$ cat config.mk
export PLATFORM = sky130hd
export DESIGN_NAME = tbr_trace_readout
export DESIGN_NICKNAME = d
export VERILOG_FILES = /design/src/tbr_trace_readout.v /design/src/tbr_info_pack.v
export VERILOG_INCLUDE_DIRS = /design/src
export SDC_FILE = /design/constraint.sdc
export NUM_CORES = 2
export LEC_CHECK = 0
export BUFFER_PORTS_ARGS = -buffer_cell sky130_fd_sc_hd__buf_2
export CAP_MARGIN = 20
export CORE_MARGIN = 2
export CORE_UTILIZATION = 37
export DETAILED_ROUTE_END_ITERATION = 10
export SETUP_SLACK_MARGIN = 0.5
export SKIP_CTS_REPAIR_TIMING = 1
export SLEW_MARGIN = 10
export SYNTH_ARGS = -nofsm -noshare
export SYNTH_HDL_FRONTEND = slang
export SYNTH_MEMORY_MAX_BITS = 65536
export SYNTH_SLANG_ARGS = --single-unit
$ cat constraint.sdc
create_clock -name clk_in -period 8.33 [get_ports clk_in]
set_input_delay 1.666 -clock clk_in [delete_from_list [all_inputs] [get_ports clk_in]]
set_output_delay 1.666 -clock clk_in [all_outputs]
set_load 0.02 [all_outputs]
$ cat src/tbr_map.vh
`ifndef TBR_MAP_VH
`define TBR_MAP_VH
// register indices on the debug register port (word addressed by byte addr)
`define TBR_ADDR_W 4
`define TBR_OFF_DATA_HIGH 4'h0
`define TBR_OFF_DATA 4'h2
`define TBR_OFF_COUNT 4'h4
`define TBR_OFF_INFO 4'h6
// trace memory geometry
`define TBR_LINES 64
`define TBR_PTR_W 6
`define TBR_LINE_W 64
`define TBR_WORDS 4
`define TBR_WORD_SEL_W 2
// access info byte fields
`define TBR_CPU_SIZE_BIT 6
`define TBR_CPU_DIR_BIT 5
`define TBR_CPU_FETCH_BIT 4
`define TBR_CO_REAL_BIT 3
`define TBR_CO_SIZE_BIT 2
`define TBR_CO_DIR_BIT 1
`define TBR_CO_FETCH_BIT 0
// reset values
`define TBR_RST_WORD 16'h0000
`define TBR_RST_INFO 8'h00
`define TBR_RST_PTR 6'h00
`define TBR_RST_COUNT 7'h00
`endif

$ cat src/tbr_trace_readout.v
`timescale 1ns/1ps
// Behaviour
// - data reads allowed only disarmed, tracing, unsecured
// - writing arm bit one locks buffer
// - aligned word write to data unlocks, only while disarmed
// - byte or misaligned data and count reads return zero
// - lines delivered oldest first
// - count reports valid lines, reloaded only at session end, not decremented by reads
// - pointer starts at oldest surviving line
// - aligned write to high word rewinds pointer
// - info bits 6,2 give access size
// - info bits 5,1 give direction
// - info bits 4,0 flag opcode fetch
// - info bit 3 flags real coprocessor cycle
// - info bits valid only in detail mode
module tbr_trace_readout (
    // clock and reset
    input wire clk_in,
    input wire rst_in,
    // debug module state
    input wire arm_write_in,
    input wire arm_value_in,
    input wire armed_in,
    input wire trace_cfg_in,
    input wire secured_in,
    input wire detail_mode_in,
    // capture side: line store and session end
    input wire cap_we_in,
    input wire [5:0] cap_addr_in,
    input wire [63:0] cap_line_in,
    input wire [7:0] cap_info_in,
    input wire session_end_in,
    input wire overflow_in,
    input wire [5:0] oldest_in,
    input wire [6:0] valid_count_in,
    // register port
    input wire reg_sel_in,
    input wire reg_wr_in,
    input wire [3:0] reg_addr_in,
    input wire reg_word_in,
    input wire [15:0] reg_wdata_in,
    output reg [15:0] reg_rdata_out,
    // status
    output wire read_open_out,
    output reg [5:0] read_ptr_out,
    output reg [6:0] valid_line_count_out
);
`include "tbr_map.vh"
    reg [63:0] trace_mem [0:63];
    reg [7:0] info_mem [0:63];
    reg unlocked;
    reg [1:0] word_sel;
    reg [5:0] oldest;
    wire [7:0] trace_line_access_info;
    wire aligned;
    wire rd_data;
    wire rd_info;
    wire [63:0] cur_line;
    wire [15:0] cur_word;

    function is_reg;
        input [3:0] a;
        input [3:0] off;
        begin
            is_reg = (a[3:1] == off[3:1]);
        end
    endfunction

    // word access at even address is the only aligned form
    assign aligned = reg_word_in && !reg_addr_in[0];
    assign read_open_out = unlocked && !armed_in && trace_cfg_in &&
                           !secured_in;
    assign rd_data = reg_sel_in && !reg_wr_in && aligned && read_open_out &&
                     (is_reg(reg_addr_in, `TBR_OFF_DATA) ||
                      is_reg(reg_addr_in, `TBR_OFF_DATA_HIGH));
    assign rd_info = reg_sel_in && !reg_wr_in &&
                     is_reg(reg_addr_in, `TBR_OFF_INFO);
    assign cur_line = trace_mem[read_ptr_out];
    // high word first, so the first data read of each line returns bits 63:48
    assign cur_word = (word_sel == 2'd0) ? cur_line[63:48] :
                      (word_sel == 2'd1) ? cur_line[47:32] :
                      (word_sel == 2'd2) ? cur_line[31:16] :
                      cur_line[15:0];

    tbr_info_pack u_pack (
        .cpu_size_in(info_mem[read_ptr_out][`TBR_CPU_SIZE_BIT]),
        .cpu_dir_in(info_mem[read_ptr_out][`TBR_CPU_DIR_BIT]),
        .cpu_fetch_in(info_mem[read_ptr_out][`TBR_CPU_FETCH_BIT]),
        .co_real_in(info_mem[read_ptr_out][`TBR_CO_REAL_BIT]),
        .co_size_in(info_mem[read_ptr_out][`TBR_CO_SIZE_BIT]),
        .co_dir_in(info_mem[read_ptr_out][`TBR_CO_DIR_BIT]),
        .co_fetch_in(info_mem[read_ptr_out][`TBR_CO_FETCH_BIT]),
        .info_out(trace_line_access_info)
    );

    always @(posedge clk_in) begin
        if (cap_we_in) begin
            trace_mem[cap_addr_in] <= cap_line_in;
            // outside detail mode the flags carry no meaning; store zero
            info_mem[cap_addr_in] <= detail_mode_in ? cap_info_in :
                                     `TBR_RST_INFO;
        end
    end

    always @(posedge clk_in or posedge rst_in) begin
        if (rst_in) begin
            unlocked <= 1'b0;
            word_sel <= 2'd0;
            oldest <= `TBR_RST_PTR;
            read_ptr_out <= `TBR_RST_PTR;
            valid_line_count_out <= `TBR_RST_COUNT;
            reg_rdata_out <= `TBR_RST_WORD;
        end else begin
            if (arm_write_in && arm_value_in) begin
                unlocked <= 1'b0;
            end else if (reg_sel_in && reg_wr_in && aligned && !armed_in &&
                         is_reg(reg_addr_in, `TBR_OFF_DATA)) begin
                unlocked <= 1'b1;
            end
            if (session_end_in) begin
                oldest <= overflow_in ? oldest_in : `TBR_RST_PTR;
                read_ptr_out <= overflow_in ? oldest_in :
                                `TBR_RST_PTR;
                valid_line_count_out <= valid_count_in;
                word_sel <= 2'd0;
            end else if (reg_sel_in && reg_wr_in && aligned &&
                         is_reg(reg_addr_in, `TBR_OFF_DATA_HIGH)) begin
                read_ptr_out <= oldest;
                word_sel <= 2'd0;
            end else if (rd_data) begin
                word_sel <= word_sel + 2'd1;
                if (word_sel == 2'd3) begin
                    read_ptr_out <= read_ptr_out + 6'd1;
                end
            end
            if (rd_data) begin
                reg_rdata_out <= cur_word;
            end else if (rd_info) begin
                reg_rdata_out <= {8'h00, trace_line_access_info};
            end else if (reg_sel_in && !reg_wr_in && aligned &&
                         is_reg(reg_addr_in, `TBR_OFF_COUNT)) begin
                reg_rdata_out <= {9'h000, valid_line_count_out};
            end else begin
                reg_rdata_out <= `TBR_RST_WORD;
            end
        end
    end
endmodule

$ cat src/tbr_info_pack.v
`timescale 1ns/1ps
module tbr_info_pack (
    // cpu side flags
    input wire cpu_size_in,
    input wire cpu_dir_in,
    input wire cpu_fetch_in,
    // coprocessor side flags
    input wire co_real_in,
    input wire co_size_in,
    input wire co_dir_in,
    input wire co_fetch_in,
    // packed byte
    output wire [7:0] info_out
);
`include "tbr_map.vh"
    // bit 7 unused, reads zero
    assign info_out = {1'b0, cpu_size_in, cpu_dir_in, cpu_fetch_in,
                       co_real_in, co_size_in, co_dir_in,
                       co_fetch_in};
endmodule

==> flow_summary.json <==
{
  "track_usage_pct": 22.2,
  "fin_util_pct": 42.4,
  "wl_um": 546000,
  "min_path_cells": 2,
  "fin_cells": 14553,
  "power_density_nw_per_um2": 248,
  "synth_ff_type": "edfxtp_1",
  "path_clk_slew_ps": 70,
  "hp-class": "reg -> reg",
  "yosysTopAreaCell": "edfxtp_1",
  "seq_area_frac_synth_pct": 78.5,
  "use_met1_pct": 31.2,
  "synthCells": 7451,
  "fmax_ghz": 0.190,
  "cts_tree": "built",
  "critPathCaptureType": "flip-flop",
  "synth.top_cell.area_share_pct": 78.0,
  "overflow": 0,
  "grt_pass1_vias": 86108,
  "area_growth_pct": 14.2,
  "drive_gt1_share_pct": 28.9,
  "io_buffers": 137,
  "start_kind": "flip-flop",
  "drtIter0Drc": 14836,
  "worstRegToRegCells": 9,
  "viasPerCell": 6.11,
  "place_area_sq_um": 185000,
  "cts_made_buffers": 445,
  "vias": 88909,
  "core-area_sq_um": 471000,
  "drv_cap": 0,
  "crit_path_frequent_cell": "buf_12",
  "leakagePower_nw": 60.5,
  "grt_max_degree": 115,
  "grt_pass1_wl_um": 733000,
  "drtPass1Iterations": 6,
  "min_period_over_period_pct": 63.0,
  "synth_area_sq_um": 175000,
  "place_ws_ps": 3070,
  "final_common_cell": "edfxtp_1",
  "ios": 155,
  "fin_nets": 8061,
  "worst_pin_slew_ps": 1200,
  "cts_max_path_buffers": 4,
  "rsz0062_at_grt": "no",
  "required_ps": 9240,
  "critPathArrivalTime_ps": 6160,
  "grt-busiest-layer": "met2",
  "slowest_delay_ps": 950,
  "setup.worst_path.class": "reg -> reg",
  "use_met3_pct": 4.37,
  "route.detailed.drc": 0,
  "synth.area.top_cells": "edfxtp_1 78%, mux4_2 15%, mux2i_1 1.4%, dfrtp_1 0.54%, a22oi_1 0.47%",
  "fin_crit_ps": 5250,
  "total_power_mw": 49.6,
  "ir_drop_v": 0.000196,
  "start_util_pct": 37.2,
  "insertion_delay_ps": 1010,
  "async_flop_share_pct": 0.829,
  "ys_ff_latch": 4582,
  "syn_nets": 7581,
  "min-delay-start": "oldest[4]",
  "skew_ps": 64.8,
  "yosysWarnings": 0,
  "syn_avg_cell_area_sq_um": 23.5,
  "timing.hold.ws_ps": 537,
  "place.gp.congestion": 0.819,
  "met2_usage_pct": 34.7,
  "slew_violations": 0,
  "status": "finished clean",
  "final.setup.tns_ps": 0,
  "setup_ws_ps": 3080,
  "path_max_fanout": 53,
  "rows": 252,
  "dpl.hpwl_um": 291000,
  "r2r_start": "read_ptr_out[0]",
  "synth_edf_count": 4544,
  "relSlewSlack_pct": 20.3,
  "root_buffer": "clkbuf_16",
  "die_w_um": 692,
  "layout_common_cells": "4544 x edfxtp_1, 1180 x mux4_2, 450 x clkbuf_16",
  "stdcell_area_sq_um": 200000,
  "post_drt_wl_per_cell_um": 37.5,
  "die_area_sq_um": 479000,
  "hold_violations": 0,
  "rrSetupSlack_ps": 3080,
  "place_inst": 13684,
  "setup_viol": 0,
  "cp_cell_sequence": "buf_12 -> buf_12 -> mux4_2 -> a22o_1 -> a2111oi_0 -> nor3_1 -> a211oi_2 -> o211ai_1 -> a31o_1",
  "synth_cell_type_count": 75,
  "antenna_left": 0,
  "htree_levels": 5,
  "hold_end": "oldest[4]",
  "cts_sinks": 4582,
  "regToRegEndpoint": "reg_rdata_out[1]",
  "cp_slowest_cell": "dfrtp_4",
  "grt_antenna_before_repair": 61,
  "die_h_um": 692
}
-- synth_stat cells (all sizes together) (38+ instances only) --
cell type,number
edfxtp,4544
a22oi,110
nor2,129
a21oi,116
o21ai,55
o22ai,43
nand3,43
mux2i,251
nand2,158
buf,242
clkbuf,171
o221ai,53
dfrtp,38
mux4,1180
-- cells by family (layout without fill, tap and decap cells) --
| kind of cell | after synthesis | after routing | synth area share [%] |
|---|---|---|---|
| XOR/XNOR | 2 | 2 | 0.0100 |
| flip-flops | 4582 | 4582 | 78.5 |
| adder cells (fa/ha/maj) | 5 | 5 | 0.0357 |
| buffers and inverters | 428 | 1293 | 1.39 |
| multiplexers | 1448 | 1448 | 16.7 |
| AND/OR/NAND/NOR | 435 | 435 | 1.13 |
| other | 0 | 14 | 0 |
| AO/OA/AOI/OAI | 551 | 551 | 2.21 |
-- area by class of cell --
cell class | instances | area [sq um]
repair buffers | 446 | 4050
diodes | 14 | 35.0
clock inverters | 270 | 2830
inverters | 15 | 68.8
multi-input cells | 2441 | 35800
flip-flops and latches | 4582 | 137000
clock buffers | 562 | 11900
well taps | 6223 | 7790
fillers | 39902 | 271000
-- worst max-delay path by stage --
stage | from | end | slack [ps] | cells after the start
6_report | read_ptr_out[0] | reg_rdata_out[1] | 3080 | 9
4_1_cts | read_ptr_out[0] | reg_rdata_out[1] | 3040 | 9
5_1_grt | read_ptr_out[0] | reg_rdata_out[1] | 2950 | 9
2_1_floorplan | cap_addr_in[5] | info_mem[32][0] | 2370 | 4
3_3_place_gp | read_ptr_out[0] | reg_rdata_out[6] | 3120 | 10
3_5_place_dp | read_ptr_out[0] | reg_rdata_out[1] | 3070 | 9
-- worst max-delay path, delay by kind of cell, from the launching register on --
kind | cells | cell delay, ps
DFF | 1 | 950
buffers and inverters | 2 | 870
AOI/OAI and AO/OA | 5 | 2340
muxes | 1 | 560
and+or+nand+nor | 1 | 130
-- power breakdown --
part / total, mW / internal (mW) / switching, mW
Combinational: 3.61 / 1.46 / 2.15
Sequential: 25.6 / 25.5 / 0.0872
Clock: 20.4 / 11.6 / 8.74
Total: 49.6 / 38.6 / 11.0
-- per-layer routing --
layer	wire [um]	share of wire (%)
met5	129	0.024
met4	21000	3.8
met3	62000	11
met2	254000	46
met1	209000	38
-- registers in the layout, summed over array words and instances, names as in the netlist --
name                  flops
word_sel                  2
reg_rdata_out            16
read_ptr_out              6
trace_mem              4096
unlocked                  1
info_mem                448
oldest                    6
valid_line_count_out      7
Note: power is estimated with default switching activity, not from simulation.
